File: src/core/touch_pkg.sv
package touch_pkg;

   // ---------------------------------------------------------------
   // Command byte layout
   // ---------------------------------------------------------------
   localparam int START_BIT = 7;
   localparam int CHAN_HI   = 6;
   localparam int CHAN_LO   = 4;
   localparam int MODE_BIT  = 3;
   localparam int REF_BIT   = 2;
   localparam int PD_HI     = 1;
   localparam int PD_LO     = 0;

   localparam logic [1:0] PD_AUTO = 2'h0;

   // Arbitrary default: one bit per channel code that drives the panel.
   localparam logic [7:0] POSITION_MASK_DEFAULT = 8'h3A;

   // ---------------------------------------------------------------
   // Serial sequencing counts
   // ---------------------------------------------------------------
   localparam logic [3:0] ENOUGH_BITS   = 4'h5;
   localparam logic [3:0] BYTE_BITS     = 4'h8;
   localparam logic [4:0] FRAME_CLOCKS  = 5'h18;
   localparam logic [4:0] FIRST_SAMPLE  = 5'h0A;
   localparam logic [4:0] RES_FULL      = 5'h0C;
   localparam logic [4:0] RES_SHORT     = 5'h08;
   localparam logic [4:0] SPACING_FULL  = 5'h0F;
   localparam logic [4:0] SPACING_SHORT = 5'h0B;
   localparam logic [4:0] SINCE_MAX     = 5'h1F;
   localparam logic [1:0] BUSY_SINGLE   = 2'h1;
   localparam logic [1:0] BUSY_RATIO    = 2'h2;

   // ---------------------------------------------------------------
   // Host register map and timing
   // ---------------------------------------------------------------
   localparam logic [7:0] REG_COMMAND = 8'h00;
   localparam logic [7:0] REG_STATUS  = 8'h04;
   localparam logic [7:0] REG_RESULT  = 8'h08;
   localparam int STAT_BUSY      = 0;
   localparam int STAT_DONE      = 1;
   localparam int STAT_LINK_BUSY = 2;

   localparam int CLK_PERIOD_NS = 20;
   localparam int SCLK_HALF_NS  = 80;
   localparam int REF_SETTLE_NS = 20000;
   localparam logic [7:0]  SCLK_HALF_CYC  = 8'((SCLK_HALF_NS + CLK_PERIOD_NS - 1) / CLK_PERIOD_NS);
   localparam logic [15:0] REF_SETTLE_CYC = 16'((REF_SETTLE_NS + CLK_PERIOD_NS - 1) / CLK_PERIOD_NS);

   function automatic logic is_position(input logic [7:0] mask, input logic [2:0] chan);
      return mask[chan];
   endfunction

   function automatic logic [4:0] res_bits(input logic short_mode);
      return short_mode ? RES_SHORT : RES_FULL;
   endfunction

endpackage

File: src/core/touch_link_if.sv
`timescale 1ns/100ps
interface touch_link_if;
   logic cs_n;
   logic serial_clock_in;
   logic serial_data_in;
   logic serial_data_out;
   logic serial_data_out_oe;
   logic busy;
   logic busy_oe;
   logic touch_interrupt_n;
   logic data_out_line;
   logic busy_line;

   // Released lines read as a weak pull: data high, busy low.
   assign data_out_line = serial_data_out_oe ? serial_data_out : 1'h1;
   assign busy_line     = busy_oe ? busy : 1'h0;

   modport device (
      input  cs_n, serial_clock_in, serial_data_in,
      output serial_data_out, serial_data_out_oe, busy, busy_oe, touch_interrupt_n
   );
   modport host (
      output cs_n, serial_clock_in, serial_data_in,
      input  data_out_line, busy_line, touch_interrupt_n
   );
endinterface

File: src/core/link_sync.sv
`timescale 1ns/100ps
module link_sync
   import touch_pkg::*;
#(
   parameter int             W   = 1,
   parameter logic [W-1:0]   RST = '0
) (
   input  wire logic         i_clk,
   input  wire logic         i_arst_n,
   input  wire logic [W-1:0] i_d,
   output logic      [W-1:0] o_q,
   output logic              o_rise,
   output logic              o_fall
);
   logic [W-1:0] meta;
   logic         last;

   always_ff @(posedge i_clk or negedge i_arst_n) begin
      if (!i_arst_n) begin
         meta <= RST;
         o_q  <= RST;
         last <= RST[0];
      end else begin
         meta <= i_d;
         o_q  <= meta;
         last <= o_q[0];
      end
   end

   assign o_rise = o_q[0] & ~last;
   assign o_fall = ~o_q[0] & last;
endmodule

File: src/core/touch_adc_device.sv
// Notes on behaviour
// Transfers are eight clocks, conversion 24.
// Host sends command byte in first eight clocks.
// Enough bits received: sample, drive panel.
// Byte complete: hold, single-ended drivers off.
// Conversion spans twelve following clocks.
// Ratiometric keeps drivers on, extra clock.
// Trailing clocks ignored, output held low.
// Input ignored until high start bit.
// Byte: start, channel, mode, reference, power.
// Mode bit picks twelve or eight bits.
// Reference select: external pin or ratiometric.
// New byte every 15th/11th clock.
// Ratiometric only for X, Y, pressure.
// Power code sets reference, converter, interrupt.
// Code zero: low power, Y-minus on.
// Reference power latched when busy rises.
// Converter needs no wake-up; reference settles.
// Sampling lasts three serial clocks.
// Code zero re-enables interrupt at conversion end.
// Interrupt forced low or high during measurement.
// Result MSB first, changed on falling edge.
// Chip select frames; outputs released when high.
//
// Register access over Wishbone and the register addresses were decided locally.
`timescale 1ns/100ps
module touch_adc_device
   import touch_pkg::*;
#(
   parameter logic [7:0] POSITION_MASK = POSITION_MASK_DEFAULT
) (
   input  wire logic        i_clk,
   input  wire logic        i_arst_n,
   touch_link_if.device     link,
   input  wire logic [11:0] i_result,
   input  wire logic        i_pen_touched,
   output logic             o_sample,
   output logic             o_hold,
   output logic             o_drivers_on,
   output logic [2:0]       o_channel,
   output logic             o_ref_external,
   output logic             o_ref_on,
   output logic             o_adc_on,
   output logic             o_ymin_switch,
   output logic             o_short_mode,
   output logic             o_conv_done
);

   // ---------------------------------------------------------------
   // Pin synchronisation
   // ---------------------------------------------------------------
   typedef enum logic [1:0] {
      D_IDLE = 2'b00,
      D_RECV = 2'b01,
      D_ACQ  = 2'b10
   } dev_state_t;

   logic [2:0] pins;
   logic       sclk_rise;
   logic       sclk_fall;
   logic       cs_n_s;
   logic       din_s;
   logic       rise;
   logic       fall;

   link_sync #(.W(3), .RST(3'h2)) u_sync (
      .i_clk    (i_clk),
      .i_arst_n (i_arst_n),
      .i_d      ({link.serial_data_in, link.cs_n, link.serial_clock_in}),
      .o_q      (pins),
      .o_rise   (sclk_rise),
      .o_fall   (sclk_fall)
   );

   assign cs_n_s = pins[1];
   assign din_s  = pins[2];
   // clock ignored outside the frame.
   assign rise   = sclk_rise & ~cs_n_s;
   assign fall   = sclk_fall & ~cs_n_s;

   // ---------------------------------------------------------------
   // Sequencer state
   // ---------------------------------------------------------------
   dev_state_t  state,     next_state;
   logic [3:0]  bit_cnt,   next_bit_cnt;
   logic [7:0]  cmd_sh,    next_cmd_sh;
   logic [4:0]  since,     next_since;
   logic [2:0]  acq_chan,  next_acq_chan;
   logic [2:0]  cfg_chan,  next_cfg_chan;
   logic        cfg_short, next_cfg_short;
   logic        cfg_single, next_cfg_single;
   logic [1:0]  cfg_pd,    next_cfg_pd;
   logic        ref_on,    next_ref_on;
   logic        pen_en,    next_pen_en;
   logic        busy,      next_busy;
   logic [1:0]  busy_left, next_busy_left;
   logic [11:0] out_sh,    next_out_sh;
   logic [4:0]  out_left,  next_out_left;
   logic        dout,      next_dout;
   logic        out_oe,    next_out_oe;
   logic        irq_n,     next_irq_n;
   logic        done,      next_done;
   logic        active;
   logic        acq;
   logic        start_ok;

   assign acq    = (state == D_ACQ);
   assign active = (busy_left != 2'h0) || (out_left != 5'h00);

   // overlapped start allowed at the documented spacing.
   assign start_ok = !active || (since >= (cfg_short ? SPACING_SHORT : SPACING_FULL));

   always_comb begin
      next_state      = state;
      next_bit_cnt    = bit_cnt;
      next_cmd_sh     = cmd_sh;
      next_since      = since;
      next_acq_chan   = acq_chan;
      next_cfg_chan   = cfg_chan;
      next_cfg_short  = cfg_short;
      next_cfg_single = cfg_single;
      next_cfg_pd     = cfg_pd;
      next_ref_on     = ref_on;
      next_pen_en     = pen_en;
      next_busy       = busy;
      next_busy_left  = busy_left;
      next_out_sh     = out_sh;
      next_out_left   = out_left;
      next_dout       = dout;
      next_done       = 1'h0;
      // outputs enabled only while selected.
      next_out_oe     = ~cs_n_s;

      if (rise && since != SINCE_MAX) begin
         next_since = since + 5'h01;
      end

      // result shifted MSB first on falling edges.
      if (fall && busy_left != 2'h0) begin
         next_busy_left = busy_left - 2'h1;
         if (busy_left == 2'h1) begin
            next_busy     = 1'h0;
            next_dout     = out_sh[11];
            next_out_sh   = {out_sh[10:0], 1'h0};
            next_out_left = out_left - 5'h01;
         end
      end else if (fall && out_left != 5'h00) begin
         next_dout     = out_sh[11];
         next_out_sh   = {out_sh[10:0], 1'h0};
         next_out_left = out_left - 5'h01;
         if (out_left == 5'h01) begin
            next_done = 1'h1;
            // interrupt back on at conversion end.
            next_pen_en = (cfg_pd[PD_LO] == 1'h0);
         end
      end else if (fall) begin
         // trailing clocks give low output.
         next_dout = 1'h0;
      end

      case (state)
         D_IDLE: begin
            // wait for a high start bit.
            if (rise && din_s && start_ok) begin
               next_state   = D_RECV;
               next_cmd_sh  = 8'h01;
               next_bit_cnt = 4'h1;
               next_since   = 5'h01;
            end
         end
         D_RECV, D_ACQ: begin
            if (rise && bit_cnt != BYTE_BITS) begin
               next_cmd_sh  = {cmd_sh[6:0], din_s};
               next_bit_cnt = bit_cnt + 4'h1;
               // enter sampling once channel is known.
               if (bit_cnt + 4'h1 == ENOUGH_BITS) begin
                  next_state    = D_ACQ;
                  next_acq_chan = next_cmd_sh[3:1];
               end
            end
            // byte complete, hold and start conversion.
            if (fall && bit_cnt == BYTE_BITS) begin
               // decode command fields.
               next_cfg_chan   = cmd_sh[CHAN_HI:CHAN_LO];
               // resolution for this conversion only.
               next_cfg_short  = cmd_sh[MODE_BIT];
               // reference source select.
               next_cfg_single = cmd_sh[REF_BIT];
               // power code takes effect.
               next_cfg_pd     = cmd_sh[PD_HI:PD_LO];
               // reference state latched with busy.
               next_ref_on     = cmd_sh[PD_HI];
               next_pen_en     = 1'h0;
               next_busy       = 1'h1;
               // ratiometric adds one clock.
               next_busy_left  = cmd_sh[REF_BIT] ? BUSY_SINGLE : BUSY_RATIO;
               next_out_sh     = i_result;
               // twelve or eight result clocks.
               next_out_left   = res_bits(cmd_sh[MODE_BIT]);
               next_dout       = 1'h0;
               next_state      = D_IDLE;
            end
         end
         default: begin
            next_state = D_IDLE;
         end
      endcase

      // deselect aborts the transaction.
      if (cs_n_s) begin
         next_state     = D_IDLE;
         next_busy      = 1'h0;
         next_busy_left = 2'h0;
         next_out_left  = 5'h00;
         next_dout      = 1'h0;
      end

      // interrupt forced during measurement.
      if (next_state == D_ACQ) begin
         next_irq_n = ~is_position(POSITION_MASK, next_acq_chan);
      end else if (next_busy_left != 2'h0 || next_out_left != 5'h00) begin
         next_irq_n = ~is_position(POSITION_MASK, next_cfg_chan);
      end else begin
         next_irq_n = ~(next_pen_en & i_pen_touched);
      end
   end

   always_ff @(posedge i_clk or negedge i_arst_n) begin
      if (!i_arst_n) begin
         state      <= D_IDLE;
         bit_cnt    <= 4'h0;
         cmd_sh     <= 8'h00;
         since      <= SINCE_MAX;
         acq_chan   <= 3'h0;
         cfg_chan   <= 3'h0;
         cfg_short  <= 1'h0;
         cfg_single <= 1'h1;
         cfg_pd     <= PD_AUTO;
         ref_on     <= 1'h0;
         pen_en     <= 1'h1;
         busy       <= 1'h0;
         busy_left  <= 2'h0;
         out_sh     <= 12'h000;
         out_left   <= 5'h00;
         dout       <= 1'h0;
         out_oe     <= 1'h0;
         irq_n      <= 1'h1;
         done       <= 1'h0;
      end else begin
         state      <= next_state;
         bit_cnt    <= next_bit_cnt;
         cmd_sh     <= next_cmd_sh;
         since      <= next_since;
         acq_chan   <= next_acq_chan;
         cfg_chan   <= next_cfg_chan;
         cfg_short  <= next_cfg_short;
         cfg_single <= next_cfg_single;
         cfg_pd     <= next_cfg_pd;
         ref_on     <= next_ref_on;
         pen_en     <= next_pen_en;
         busy       <= next_busy;
         busy_left  <= next_busy_left;
         out_sh     <= next_out_sh;
         out_left   <= next_out_left;
         dout       <= next_dout;
         out_oe     <= next_out_oe;
         irq_n      <= next_irq_n;
         done       <= next_done;
      end
   end

   // ---------------------------------------------------------------
   // Outputs
   // ---------------------------------------------------------------
   assign link.serial_data_out    = dout;
   assign link.serial_data_out_oe = out_oe;
   assign link.busy               = busy;
   assign link.busy_oe            = out_oe;
   assign link.touch_interrupt_n  = irq_n;

   // sampling covers the last three byte clocks.
   assign o_sample       = acq;
   assign o_hold         = active;
   // single-ended drops drivers at hold.
   assign o_drivers_on   = (acq && is_position(POSITION_MASK, acq_chan))
                         || (active && is_position(POSITION_MASK, cfg_chan) && !cfg_single);
   assign o_channel      = acq ? acq_chan : cfg_chan;
   assign o_ref_external = cfg_single;
   assign o_ref_on       = ref_on;
   // converter powers up without delay.
   assign o_adc_on       = acq || active || cfg_pd[PD_LO];
   // low power with Y-minus switch on.
   assign o_ymin_switch  = (cfg_pd == PD_AUTO) && !acq && !active;
   assign o_short_mode   = cfg_short;
   assign o_conv_done    = done;
endmodule

File: src/flat_wrapper.sv
// flat-port wrapper written by rule: the top's interface ports become plain ports
module touch_adc_device_flat import touch_pkg::*;
#(
   parameter logic [7:0] POSITION_MASK = POSITION_MASK_DEFAULT
)
  (i_clk, i_arst_n, i_result, i_pen_touched, o_sample, o_hold, o_drivers_on, o_channel, o_ref_external, o_ref_on, o_adc_on, o_ymin_switch, o_short_mode, o_conv_done, link_cs_n, link_serial_clock_in, link_serial_data_in, link_serial_data_out, link_serial_data_out_oe, link_busy, link_busy_oe, link_touch_interrupt_n);
  touch_link_if link_i ();
  input  wire logic i_clk;
  input  wire logic i_arst_n;
  input  wire logic [11:0] i_result;
  input  wire logic i_pen_touched;
  output logic o_sample;
  output logic o_hold;
  output logic o_drivers_on;
  output logic [2:0] o_channel;
  output logic o_ref_external;
  output logic o_ref_on;
  output logic o_adc_on;
  output logic o_ymin_switch;
  output logic o_short_mode;
  output logic o_conv_done;
  input wire logic [$bits(link_i.cs_n)-1:0] link_cs_n;
  input wire logic [$bits(link_i.serial_clock_in)-1:0] link_serial_clock_in;
  input wire logic [$bits(link_i.serial_data_in)-1:0] link_serial_data_in;
  output wire logic [$bits(link_i.serial_data_out)-1:0] link_serial_data_out;
  output wire logic [$bits(link_i.serial_data_out_oe)-1:0] link_serial_data_out_oe;
  output wire logic [$bits(link_i.busy)-1:0] link_busy;
  output wire logic [$bits(link_i.busy_oe)-1:0] link_busy_oe;
  output wire logic [$bits(link_i.touch_interrupt_n)-1:0] link_touch_interrupt_n;
  assign link_i.cs_n = link_cs_n;
  assign link_i.serial_clock_in = link_serial_clock_in;
  assign link_i.serial_data_in = link_serial_data_in;
  assign link_serial_data_out = link_i.serial_data_out;
  assign link_serial_data_out_oe = link_i.serial_data_out_oe;
  assign link_busy = link_i.busy;
  assign link_busy_oe = link_i.busy_oe;
  assign link_touch_interrupt_n = link_i.touch_interrupt_n;
  touch_adc_device #(.POSITION_MASK(POSITION_MASK)) u_core (.i_clk(i_clk), .i_arst_n(i_arst_n), .link(link_i), .i_result(i_result), .i_pen_touched(i_pen_touched), .o_sample(o_sample), .o_hold(o_hold), .o_drivers_on(o_drivers_on), .o_channel(o_channel), .o_ref_external(o_ref_external), .o_ref_on(o_ref_on), .o_adc_on(o_adc_on), .o_ymin_switch(o_ymin_switch), .o_short_mode(o_short_mode), .o_conv_done(o_conv_done));
endmodule
File: config.mk
export PLATFORM = sky130hd
export DESIGN_NAME = touch_adc_device_flat
export DESIGN_NICKNAME = d
export VERILOG_FILES = /design/src/core/touch_pkg.sv /design/src/core/touch_link_if.sv /design/src/core/link_sync.sv /design/src/core/touch_adc_device.sv /design/src/flat_wrapper.sv
export SDC_FILE = /design/constraint.sdc
export NUM_CORES = 1
export LEC_CHECK = 0
export BUFFER_PORTS_ARGS = -buffer_cell sky130_fd_sc_hd__buf_2
export CAP_MARGIN = 20
export CORE_UTILIZATION = 30
export DETAILED_ROUTE_END_ITERATION = 10
export GPL_TIMING_DRIVEN = 0
export PLACE_DENSITY = 0.46
export SKIP_LAST_GASP = 1
export SLEW_MARGIN = 20
export SYNTH_ARGS = -nofsm -noshare
export SYNTH_HDL_FRONTEND = slang
export SYNTH_SLANG_ARGS = --single-unit
File: constraint.sdc
create_clock -name i_clk -period 2.7 [get_ports i_clk]
set_clock_uncertainty 0.2 [all_clocks]
set_input_delay 0 -clock i_clk [delete_from_list [all_inputs] [get_ports i_clk]]
set_output_delay 0 -clock i_clk [all_outputs]
set_load 0.03 [all_outputs]
==> flow_summary.toml, run 1 <==
[outcome]
status = "finished, final reports clean"

[synthesis]
synth-edff-count = 0
syn-num-nets = 339
synthesis.area_per_instance_sq_um = 9.79
yosysSeqAreaShare = 0.502
synth_largest_type_area_fraction = 0.415
postSynthCellCount = 308
asyncSetResetFlopFracSynth = 1.00
ys_seq_elements = 60
netlist_top_cells_count = "sky130_fd_sc_hd__nand2_1 (62), sky130_fd_sc_hd__dfrtp_1 (50), sky130_fd_sc_hd__o21ai_1 (23), sky130_fd_sc_hd__mux2i_1 (18), sky130_fd_sc_hd__nor2_1 (18)"
yosysMostFrequentCell = "sky130_fd_sc_hd__nand2_1"
netlist_area_before_placement_sq_um = 3010
post_synth_main_area_contributors = "sky130_fd_sc_hd__dfrtp_1 (42%), sky130_fd_sc_hd__dfstp_2 (8.7%), sky130_fd_sc_hd__nand2_1 (7.7%)"
yosys.cell_types.count = 48
yosysWarnings = 0
postSynth.topFlopCell = "sky130_fd_sc_hd__dfrtp_1"
synth_top_cell_by_area = "sky130_fd_sc_hd__dfrtp_1"

[floorplanning]
design.die.area_sq_um = 10500
die_h_um = 102
core_region_area_sq_um = 9770
ioPinCount = 35
floorplan.initialDensity = 0.308
fp.dieW_um = 102
placement_rows = 36

[clocking]
numClockSinks = 60
clkTransAtPathRegs_ps = 70
tritoncts = "built"
root_buffer = "sky130_fd_sc_hd__clkbuf_8"
htreeDepth = 3
clock_path_buffers = 2
clk-insertion-delay-late_ps = 340
cts_buffers = 9

[power]
p_leak_nw = 1.66
ir_worst_vdd_v = 0.000209
p_per_area_nw_per_um2 = 520

[setup_path]
crit_path_max_incr_delay_ps = 410
worstPathCellList = "or3b_1 > buf_2 > a211oi_4 > buf_6 > nand3_1 > a221oi_2 > a41oi_2 > mux2i_1 > mux2i_1"
setup.worst_path.class = "reg -> reg"
cpMostUsedCell = "sky130_fd_sc_hd__mux2i_1"
critical_path.max_fanout = 7
critPathRequiredTime_ps = 2750
slowest_stage = "sky130_fd_sc_hd__dfstp_2"
path_delay_family = "compound AO/OA/AOI/OAI gates"
critPathArrivalTime_ps = 2620
crit_path_capture_type = "register"
cp-start-kind = "register"
critPathBufInv = 2

[routing]
drt_first_iter_violations = 151
antenna_left = 0
number_of_vias_in_the_routed_layout = 2375
viasPerCell = 4.63
drt_pre_antenna_iters = 6
drt_drc_violations_left = 0
route.detailed.wl_per_inst_um = 13.9
postRouteWirelength_um = 7130

[timing]
hold_viol = 0
worst_pin_slew_ps = 849
layout_worst_path_cycle_share = 0.951
slew_viol_final = 0
report.final.setup_viol = 0
fin_ws_ps = 132
grt_setup_unrepaired = "yes"
achievable-frequency_mhz = 389
max_slew_margin = 0.432
final.setup.tns_ps = 0
fin_crit_ps = 2570

[place]
final_weighted_congestion_in_routability_driven_placement = 0.766
port_buffers = 34
post-place-ws_ps = -435
placedCellCount = 476
post-dp-hpwl_um = 4930

[final_layout]
register_area_sq_um = 1520
layout_cells_excl_fill = 513
area_growth_pct = 26.8
post_route_cells_drive_above_1_share = 0.234
fillerInstances = 1000
final_util = 0.391
antenna_cells = 0
multi_input_area_sq_um = 1420
layout_nets = 406

[grt]
via_count_of_the_first_global_routing_pass = 2337
pin_count_of_the_biggest_net_entering_global_routing = 36
grt_use_total = 0.152
grt_pass1_wl_um = 12000
antenna_found_initial = 0
overflow = 0

[job]
drv.max_cap_violation_count = 0

[min_path]
worstHoldPathType = "in -> async"
-- placed cells by master, fill, tap and decap left out, types with 5 or more instances in the layout --
| cell type | n |
|---|---|
| sky130_fd_sc_hd__nand2_1 | 62 |
| sky130_fd_sc_hd__dfrtp_1 | 49 |
| sky130_fd_sc_hd__buf_2 | 37 |
| sky130_fd_sc_hd__o21ai_1 | 23 |
| sky130_fd_sc_hd__mux2i_1 | 18 |
| sky130_fd_sc_hd__dlygate4sd3_1 | 18 |
| sky130_fd_sc_hd__nor2_1 | 17 |
| sky130_fd_sc_hd__inv_1 | 13 |
| sky130_fd_sc_hd__ha_1 | 11 |
| sky130_fd_sc_hd__dfstp_2 | 10 |
| sky130_fd_sc_hd__a21oi_1 | 9 |
| sky130_fd_sc_hd__clkbuf_8 | 9 |
| sky130_fd_sc_hd__nand3_1 | 8 |
| sky130_fd_sc_hd__nor3_1 | 6 |
| sky130_fd_sc_hd__buf_4 | 6 |
| sky130_fd_sc_hd__clkbuf_1 | 5 |
| sky130_fd_sc_hd__or3_1 | 5 |
| sky130_fd_sc_hd__o21ai_0 | 5 |
-- repair_timing --
action / 4_1_cts / 5_1_grt
endpoints found under the hold margin: 76 / 0
hold buffers: 18 / 0
buffers inserted: 1 / 3
setup endpoints to repair: 32 / 17
pin swaps: 0 / 1
gates cloned: 0 / 0
gates resized for setup: 8 / 11
-- through the flow --
step | power [W] | hold WS (ps) | instance area, sq um
finish | 0.00199 | 47.1 | 3820
global route | 0.00209 | 53.1 | 3820
CTS | 0.00201 | 34.3 | 3770
detailed placement | 0.00118 | -255 | 3370
global placement | 0.00118 | -92.2 | 3350
floorplan | 0.00111 | -496 | 3010
-- where the power goes --
part,leakage (nW),internal (W),switching [W]
Combinational,0.855,0.0000861,0.0000899
Sequential,0.717,0.000963,0.0000488
Clock,0.0927,0.000426,0.000375
Total,1.66,0.00148,0.000514
-- routing by layer --
| layer | up-vias | global-route usage | share of wire |
|---|---|---|---|
| li1 | 1194 | - | - |
| met2 | 48 | 0.227 | 0.45 |
| met5 | - | 0 | 0 |
| met3 | 7 | 0.0356 | 0.032 |
| met4 | 0 | 0.0495 | 0.013 |
| met1 | 1126 | 0.216 | 0.51 |
-- state kept, by name, summed over array words and instances, names as in the netlist, 2 cells and up --
register and count:
u_core.u_sync.meta 3, u_core.cfg_chan 3, u_core.acq_chan 3, u_core.out_sh 12, u_core.out_left 5, u_core.since 5, u_core.busy_left 2, u_core.cmd_sh 7
u_core.state 2, u_core.bit_cnt 4, u_core.u_sync.o_q 3
-- final timing paths --
| path | start | to | slack, ps | cells after the start |
|---|---|---|---|---|
| worst min-delay path | i_arst_n | u_core.link.touch_interrupt_n$_DFF_PN1_ | 50 | 2 |
| min in group i_clk | link_cs_n | u_core.u_sync.meta[1]$_DFF_PN1_ | 110 | 2 |
| worst min register to register | u_core.u_sync.meta[0]$_DFF_PN0_ | u_core.u_sync.o_q[0]$_DFF_PN0_ | 150 | 0 |
| max in group asynchronous | i_arst_n | u_core.cmd_sh[2]$_DFFE_PN0P_ | 980 | 3 |
| worst max-delay path | u_core.u_sync.o_q[1]$_DFF_PN1_ | u_core.link.touch_interrupt_n$_DFF_PN1_ | 130 | 9 |
| worst max register to register | u_core.u_sync.o_q[1]$_DFF_PN1_ | u_core.link.touch_interrupt_n$_DFF_PN1_ | 130 | 9 |
-- logic make-up (layout without fill, tap and decap cells) --
group / count (synthesis) / count (layout) / share of synthesized area
simple gates: 118 / 118 / 0.182
xor+xnor: 7 / 7 / 0.0203
buf+inv: 29 / 101 / 0.0411
flops: 60 / 60 / 0.502
mux: 22 / 22 / 0.0747
compound gates: 59 / 59 / 0.126
fa+ha+maj: 13 / 13 / 0.0540
-- final cells by class --
| class | instances | area share |
|---|---|---|
| inverter | 13 | 0.0128 |
| sequential | 60 | 0.396 |
| timing repair buffer | 57 | 0.105 |
| clock buffer | 10 | 0.0334 |
| tap | 133 | 0.0435 |
| multi-input combinational | 219 | 0.371 |
| clock inverter | 6 | 0.0167 |
| buffer | 15 | 0.0213 |
Power figures use the tool's default switching activity.
==> run 2: changes to the inputs <==
==> constraint.sdc (replaced) <==
create_clock -name i_clk -period 2.7 [get_ports i_clk]
set_clock_uncertainty 0.2 [all_clocks]
set_input_delay 0.135 -clock i_clk [delete_from_list [all_inputs] [get_ports i_clk]]
set_output_delay 0.135 -clock i_clk [all_outputs]
set_load 0.03 [all_outputs]
==> run 2 against run 1 <==
Compared with the run above:
- worst hold slack worse by 24 ps
- combinational power about the same
- non-clock buffer count unchanged
- die area unchanged
- register-to-register slack better by 20 ps
- critical path depth down 1
- core utilization up 0.76 points
- sequential share of layout area down 0.75 points
- sequential cell count unchanged
- routed wire length down 1.4%
- first-iteration DRC count down 38%
- global-route usage down 0.051 points
- critical path type is now reg -> out
==> flow_summary.toml, run 2 (synthesis gave the netlist of run 1 again) <==
[outcome]
status = "finished, final reports clean"

[routing]
drt_first_iter_violations = 94
drt_pre_antenna_iters = 4
route.detailed.wl_per_inst_um = 13.7
viasPerCell = 4.62
number_of_vias_in_the_routed_layout = 2372
antenna_left = 0
postRouteWirelength_um = 7030
drt_drc_violations_left = 0

[final_layout]
reg_top3 = "u_core.out_sh x12, u_core.cmd_sh x7"
layout_nets = 406
final_util = 0.399
max_reg_flops = 12
mostFrequentLayoutCells = "sky130_fd_sc_hd__nand2_1 (61), sky130_fd_sc_hd__dfrtp_1 (49), sky130_fd_sc_hd__buf_2 (35)"
registers.top_by_ff_count = "u_core.out_sh"
postLayoutCellArea_sq_um = 3900
area_growth_pct = 29.3
post_route_cells_drive_above_1_share = 0.253
fillerInstances = 966
final_common_cell = "sky130_fd_sc_hd__nand2_1"
antenna_cells = 0
layout_cells_excl_fill = 513

[timing]
fin_crit_ps = 2560
hold_viol = 0
post_route_worst_hold_slack_ps = 23.6
achievable-frequency_mhz = 390
report.final.setup_viol = 0
layout_worst_path_cycle_share = 0.949
max_slew_margin = 0.554
grt_setup_unrepaired = "yes"
worst_pin_slew_ps = 667
slew_viol_final = 0

[place]
port_buffers = 34
place_area_sq_um = 3380
final_weighted_congestion_in_routability_driven_placement = 0.754
post-dp-hpwl_um = 4900
placedCellCount = 476

[floorplanning]
placement_rows = 36
design.die.area_sq_um = 10500
floorplan.initialDensity = 0.308
ioPinCount = 35
core_region_area_sq_um = 9770
fp.dieW_um = 102
die_h_um = 102

[setup_path]
cp-start-kind = "register"
crit_path_capture_type = "output pin"
timing.reg2reg.setup_slack_ps = 150
critPathArrivalTime_ps = 2230
critical_path.max_fanout = 6
setup.worst_path.class = "reg -> out"
critPathRequiredTime_ps = 2370

[clocking]
htreeDepth = 3
cts_buffers = 9
clkTransAtPathRegs_ps = 70
tritoncts = "built"
clock_path_buffers = 2
clk-insertion-delay-late_ps = 340
numClockSinks = 60
root_buffer = "sky130_fd_sc_hd__clkbuf_8"

[power]
ir_worst_vdd_v = 0.000264
p_leak_nw = 1.68
p_per_area_nw_per_um2 = 545

[grt]
antenna_found_initial = 0
via_count_of_the_first_global_routing_pass = 2275
pin_count_of_the_biggest_net_entering_global_routing = 40
grt_use_total = 0.151
overflow = 0
grt_pass1_wl_um = 11900

[job]
drv.max_cap_violation_count = 0

[min_path]
worstHoldPathType = "in -> async"
-- run 2: final timing paths --
kind,from,to,cells after the start
min in group i_clk,u_core.u_sync.meta[2]$_DFF_PN0_,u_core.u_sync.o_q[2]$_DFF_PN0_,0
max in group asynchronous,i_arst_n,u_core.o_ref_external$_DFFE_PN1P_,3
max reg2reg,u_core.out_left[0]$_DFF_PN0_,u_core.link.touch_interrupt_n$_DFF_PN1_,11
min,i_arst_n,u_core.acq_chan[2]$_DFF_PN0_,2
min reg2reg,u_core.u_sync.meta[2]$_DFF_PN0_,u_core.u_sync.o_q[2]$_DFF_PN0_,0
max,u_core.out_left[0]$_DFF_PN0_,o_ymin_switch,8
-- run 2: stage by stage --
step,total power [W],worst slack (ps),TNS [ps]
after detailed placement,0.00118,-411,-7250
final,0.00212,137,0
after floorplan,0.00111,84.1,0
after CTS,0.00215,20.5,0
after global routing,0.00224,-5.72,-9.32
after global placement,0.00117,-432,-7470
-- run 2: power by group --
part | internal (W) | switching [W] | leakage (nW)
Combinational | 0.0000872 | 0.0000912 | 0.852
Sequential | 0.000963 | 0.0000499 | 0.717
Clock | 0.000569 | 0.000364 | 0.113
Total | 0.00162 | 0.000505 | 1.68
-- run 2: area by class of cell --
class | instances | area [sq um] | share of cell area
Tap cell | 133 | 166 | 0.0427
Multi-Input combinational cell | 219 | 1450 | 0.372
Sequential cell | 60 | 1520 | 0.389
Timing Repair Buffer | 58 | 410 | 0.105
Clock inverter | 4 | 72.6 | 0.0186
Clock buffer | 12 | 155 | 0.0398
Inverter | 13 | 48.8 | 0.0125
Buffer | 14 | 77.6 | 0.0199
-- run 2: what timing repair did --
| action | 4_1_cts | 5_1_grt |
|---|---|---|
| hold buffers | 17 | 0 |
| gates resized for setup | 6 | 20 |
| buffers inserted | 0 | 6 |
| endpoints found under the hold margin | 72 | 0 |
| endpoints found under the setup margin | 29 | 37 |
| pin swaps | 0 | 4 |
-- run 2: layer usage --
layer | vias up | share of wire | routed length [um] | GRT usage
li1 | 1190 | - | - | -
met1 | 1137 | 0.51 | 3560 | 0.217
met2 | 43 | 0.45 | 3180 | 0.215
met3 | 2 | 0.034 | 239 | 0.0451
met4 | 0 | 0.0068 | 48 | 0.0538
met5 | - | 0 | 0 | 0
-- run 2: critical path: stages (launching register included) --
cell and delay (ps):
sky130_fd_sc_hd__dfrtp_2 450, sky130_fd_sc_hd__inv_1 90, sky130_fd_sc_hd__ha_2 190, sky130_fd_sc_hd__nor4b_4 280, sky130_fd_sc_hd__buf_4 190, sky130_fd_sc_hd__nand2_2 90
sky130_fd_sc_hd__or3_4 350, sky130_fd_sc_hd__nor2_2 80, sky130_fd_sc_hd__clkbuf_4 180
==> run 3: changes to the inputs <==
--- a/config.mk
+++ b/config.mk
@@ -7,10 +7,10 @@
 export LEC_CHECK = 0
 export BUFFER_PORTS_ARGS = -buffer_cell sky130_fd_sc_hd__buf_2
 export CAP_MARGIN = 20
-export CORE_UTILIZATION = 30
+export CORE_UTILIZATION = 40
 export DETAILED_ROUTE_END_ITERATION = 10
 export GPL_TIMING_DRIVEN = 0
-export PLACE_DENSITY = 0.46
+export PLACE_DENSITY = 0.57
 export SKIP_LAST_GASP = 1
 export SLEW_MARGIN = 20
 export SYNTH_ARGS = -nofsm -noshare
==> run 3 against run 2 <==
Compared with the run above:
- maximum frequency decreased by 1.8%
- combinational power decreased by 6%
- register-to-register slack got worse by 60 ps
- core utilization increased by 12 points
- clock power decreased by 18%
- sequential power about the same
- die area decreased by 25%
- design area decreased by 4.2%
- clock-buffer cell count decreased by 1
- first-iteration DRC count increased by 5.3%
- critical path depth increased by 1
- critical path type is now reg -> reg
- largest cell class unchanged
- highest routed layer unchanged
==> flow_summary.toml, run 3 (synthesis gave the netlist of run 1 again) <==
[outcome]
status = "finished, final reports clean"

[floorplanning]
placement_rows = 31
core_region_area_sq_um = 7250
die_h_um = 88.8
design.die.area_sq_um = 7890
fp.dieW_um = 88.8
ioPinCount = 35
floorplan.initialDensity = 0.416

[setup_path]
timing.reg2reg.setup_slack_ps = 90
critPathRequiredTime_ps = 2750
critPathBufInv = 2
setup.worst_path.class = "reg -> reg"
critPathCapture = "u_core.link.touch_interrupt_n$_DFF_PN1_"
reg2regPathDepth = 9
crit_path_capture_type = "register"
regToRegStartpoint = "u_core.u_sync.o_q[1]$_DFF_PN1_"
path_depth = 9
path_delay_family = "compound AO/OA/AOI/OAI gates"
slowest_stage = "sky130_fd_sc_hd__dfstp_2"
critPathArrivalTime_ps = 2660
critical_path.max_fanout = 10
cp-start-kind = "register"
crit_path_max_incr_delay_ps = 410
critical_path.startpoint = "u_core.u_sync.o_q[1]$_DFF_PN1_"
cpMostUsedCell = "sky130_fd_sc_hd__mux2i_1"
r2r-end = "u_core.link.touch_interrupt_n$_DFF_PN1_"
worstPathCellList = "or3b_1 > buf_2 > a211oi_4 > buf_6 > nand3_1 > a221oi_2 > a41oi_1 > mux2i_1 > mux2i_1"

[routing]
met2RoutedLength_um = 3080
drt_drc_violations_left = 0
drt_pre_antenna_iters = 4
route.met3.wl_um = 163
met1Wirelength_um = 3340
route.detailed.wl_per_inst_um = 13.9
drt_first_iter_violations = 99
number_of_vias_in_the_routed_layout = 2337
viasPerCell = 4.90
postRouteWirelength_um = 6630
dr.max_layer_used = "met4"
antenna_left = 0

[timing]
max_slew_margin = 0.499
fin_ws_ps = 89.2
report.final.setup_viol = 0
fin_crit_ps = 2610
worst_pin_slew_ps = 751
slew_viol_final = 0
hold_viol = 0
grt_setup_unrepaired = "yes"
layout_worst_path_cycle_share = 0.967
achievable-frequency_mhz = 383

[place]
post-place-ws_ps = -336
final_weighted_congestion_in_routability_driven_placement = 0.789
post-dp-hpwl_um = 4570
port_buffers = 34

[clocking]
htreeDepth = 3
numClockSinks = 60
tritoncts = "built"
cts_buffers = 9
clkTransAtPathRegs_ps = 70
clock_path_buffers = 2
root_buffer = "sky130_fd_sc_hd__clkbuf_8"
clk-insertion-delay-late_ps = 340

[final_layout]
mostFrequentLayoutCells = "sky130_fd_sc_hd__nand2_1 (61), sky130_fd_sc_hd__dfrtp_1 (49), sky130_fd_sc_hd__buf_2 (38)"
area_growth_pct = 23.9
antenna_cells = 0
post_route_cells_drive_above_1_share = 0.230
final_util = 0.515
max_reg_flops = 12
layout_nets = 404
reg_top3 = "u_core.out_sh x12, u_core.cmd_sh x7"
final_common_cell = "sky130_fd_sc_hd__nand2_1"
registers.top_by_ff_count = "u_core.out_sh"
fillerInstances = 710

[power]
p_per_area_nw_per_um2 = 521
post-layout-total-power_w = 0.00195
p_leak_nw = 1.66
ir_worst_vdd_v = 0.000330

[grt]
pin_count_of_the_biggest_net_entering_global_routing = 61
grt_pass1_wl_um = 11200
antenna_found_initial = 0
grt_use_total = 0.191
overflow = 0
via_count_of_the_first_global_routing_pass = 2257

[job]
drv.max_cap_violation_count = 0

[min_path]
worstHoldPathType = "reg -> reg"
-- run 3: cell types whose count changed in the layout (fill, tap and decap cells not counted), sizes merged --
cell / previous run / this run
bufinv: 2 / 1
clkbuf: 22 / 19
clkinv: 1 / 3
-- run 3: where the power goes --
part / internal [W] / total (W) / switching (W)
sequential: 0.000963 / 0.00101 / 0.0000483
combinational: 0.0000821 / 0.000168 / 0.0000854
clock: 0.000422 / 0.000768 / 0.000346
total: 0.00147 / 0.00195 / 0.000480
-- run 3: per-stage QoR --
step / std cells / cell area, sq um / TNS, ps / hold slack [ps]
after CTS: 473 / 3690 / -18.2 / 154
after floorplan: 308 / 3020 / 0 / -361
after global placement: 441 / 3310 / -7600 / 41.0
after detailed placement: 441 / 3310 / -6200 / 42.5
after global routing: 477 / 3730 / -47.6 / 166
final: 477 / 3730 / 0 / 149
-- run 3: worst min path at each step --
stage                                          from                               to  depth (start not counted)
floorplan                                  i_arst_n     u_core.acq_chan[0]$_DFF_PN0_                          0
finish              u_core.u_sync.meta[2]$_DFF_PN0_   u_core.u_sync.o_q[2]$_DFF_PN0_                          0
detailed placement                        link_cs_n  u_core.u_sync.meta[1]$_DFF_PN1_                          1
global route        u_core.u_sync.meta[2]$_DFF_PN0_   u_core.u_sync.o_q[2]$_DFF_PN0_                          0
CTS                 u_core.u_sync.meta[2]$_DFF_PN0_   u_core.u_sync.o_q[2]$_DFF_PN0_                          0
global placement                          link_cs_n  u_core.u_sync.meta[1]$_DFF_PN1_                          1
-- run 3: what timing repair did --
| action | CTS | global route |
|---|---|---|
| setup buffers | 0 | 4 |
| endpoints found under the setup margin | 31 | 38 |
| pin swaps | 0 | 0 |
| hold endpoints to repair | 66 | 0 |
| hold buffers | 17 | 0 |
| resized for setup | 8 | 10 |
-- run 3: final cells by class --
class | count | area, sq um | share of cell area
sequential | 60 | 1520 | 0.406
multi-input combinational | 219 | 1410 | 0.377
timing repair buffer | 55 | 373 | 0.0999
clock buffer | 11 | 131 | 0.0352
tap | 99 | 124 | 0.0332
buffer | 15 | 80.1 | 0.0214
clock inverter | 5 | 52.6 | 0.0141
inverter | 13 | 48.8 | 0.0131
-- run 3: worst register-to-register path: cells and delay by family (launching register included) --
family,cells,cell delay [ps]
AO/OA/AOI/OAI,3,690
AND/OR/NAND/NOR,2,480
flip-flops,1,410
buffers and inverters,2,370
multiplexers,2,350
-- run 3: metal layers --
layer,up-vias,GRT usage
li1,1189,-
met1,1114,0.266
met2,28,0.288
met3,6,0.0532
met4,0,0.0630
met5,-,0
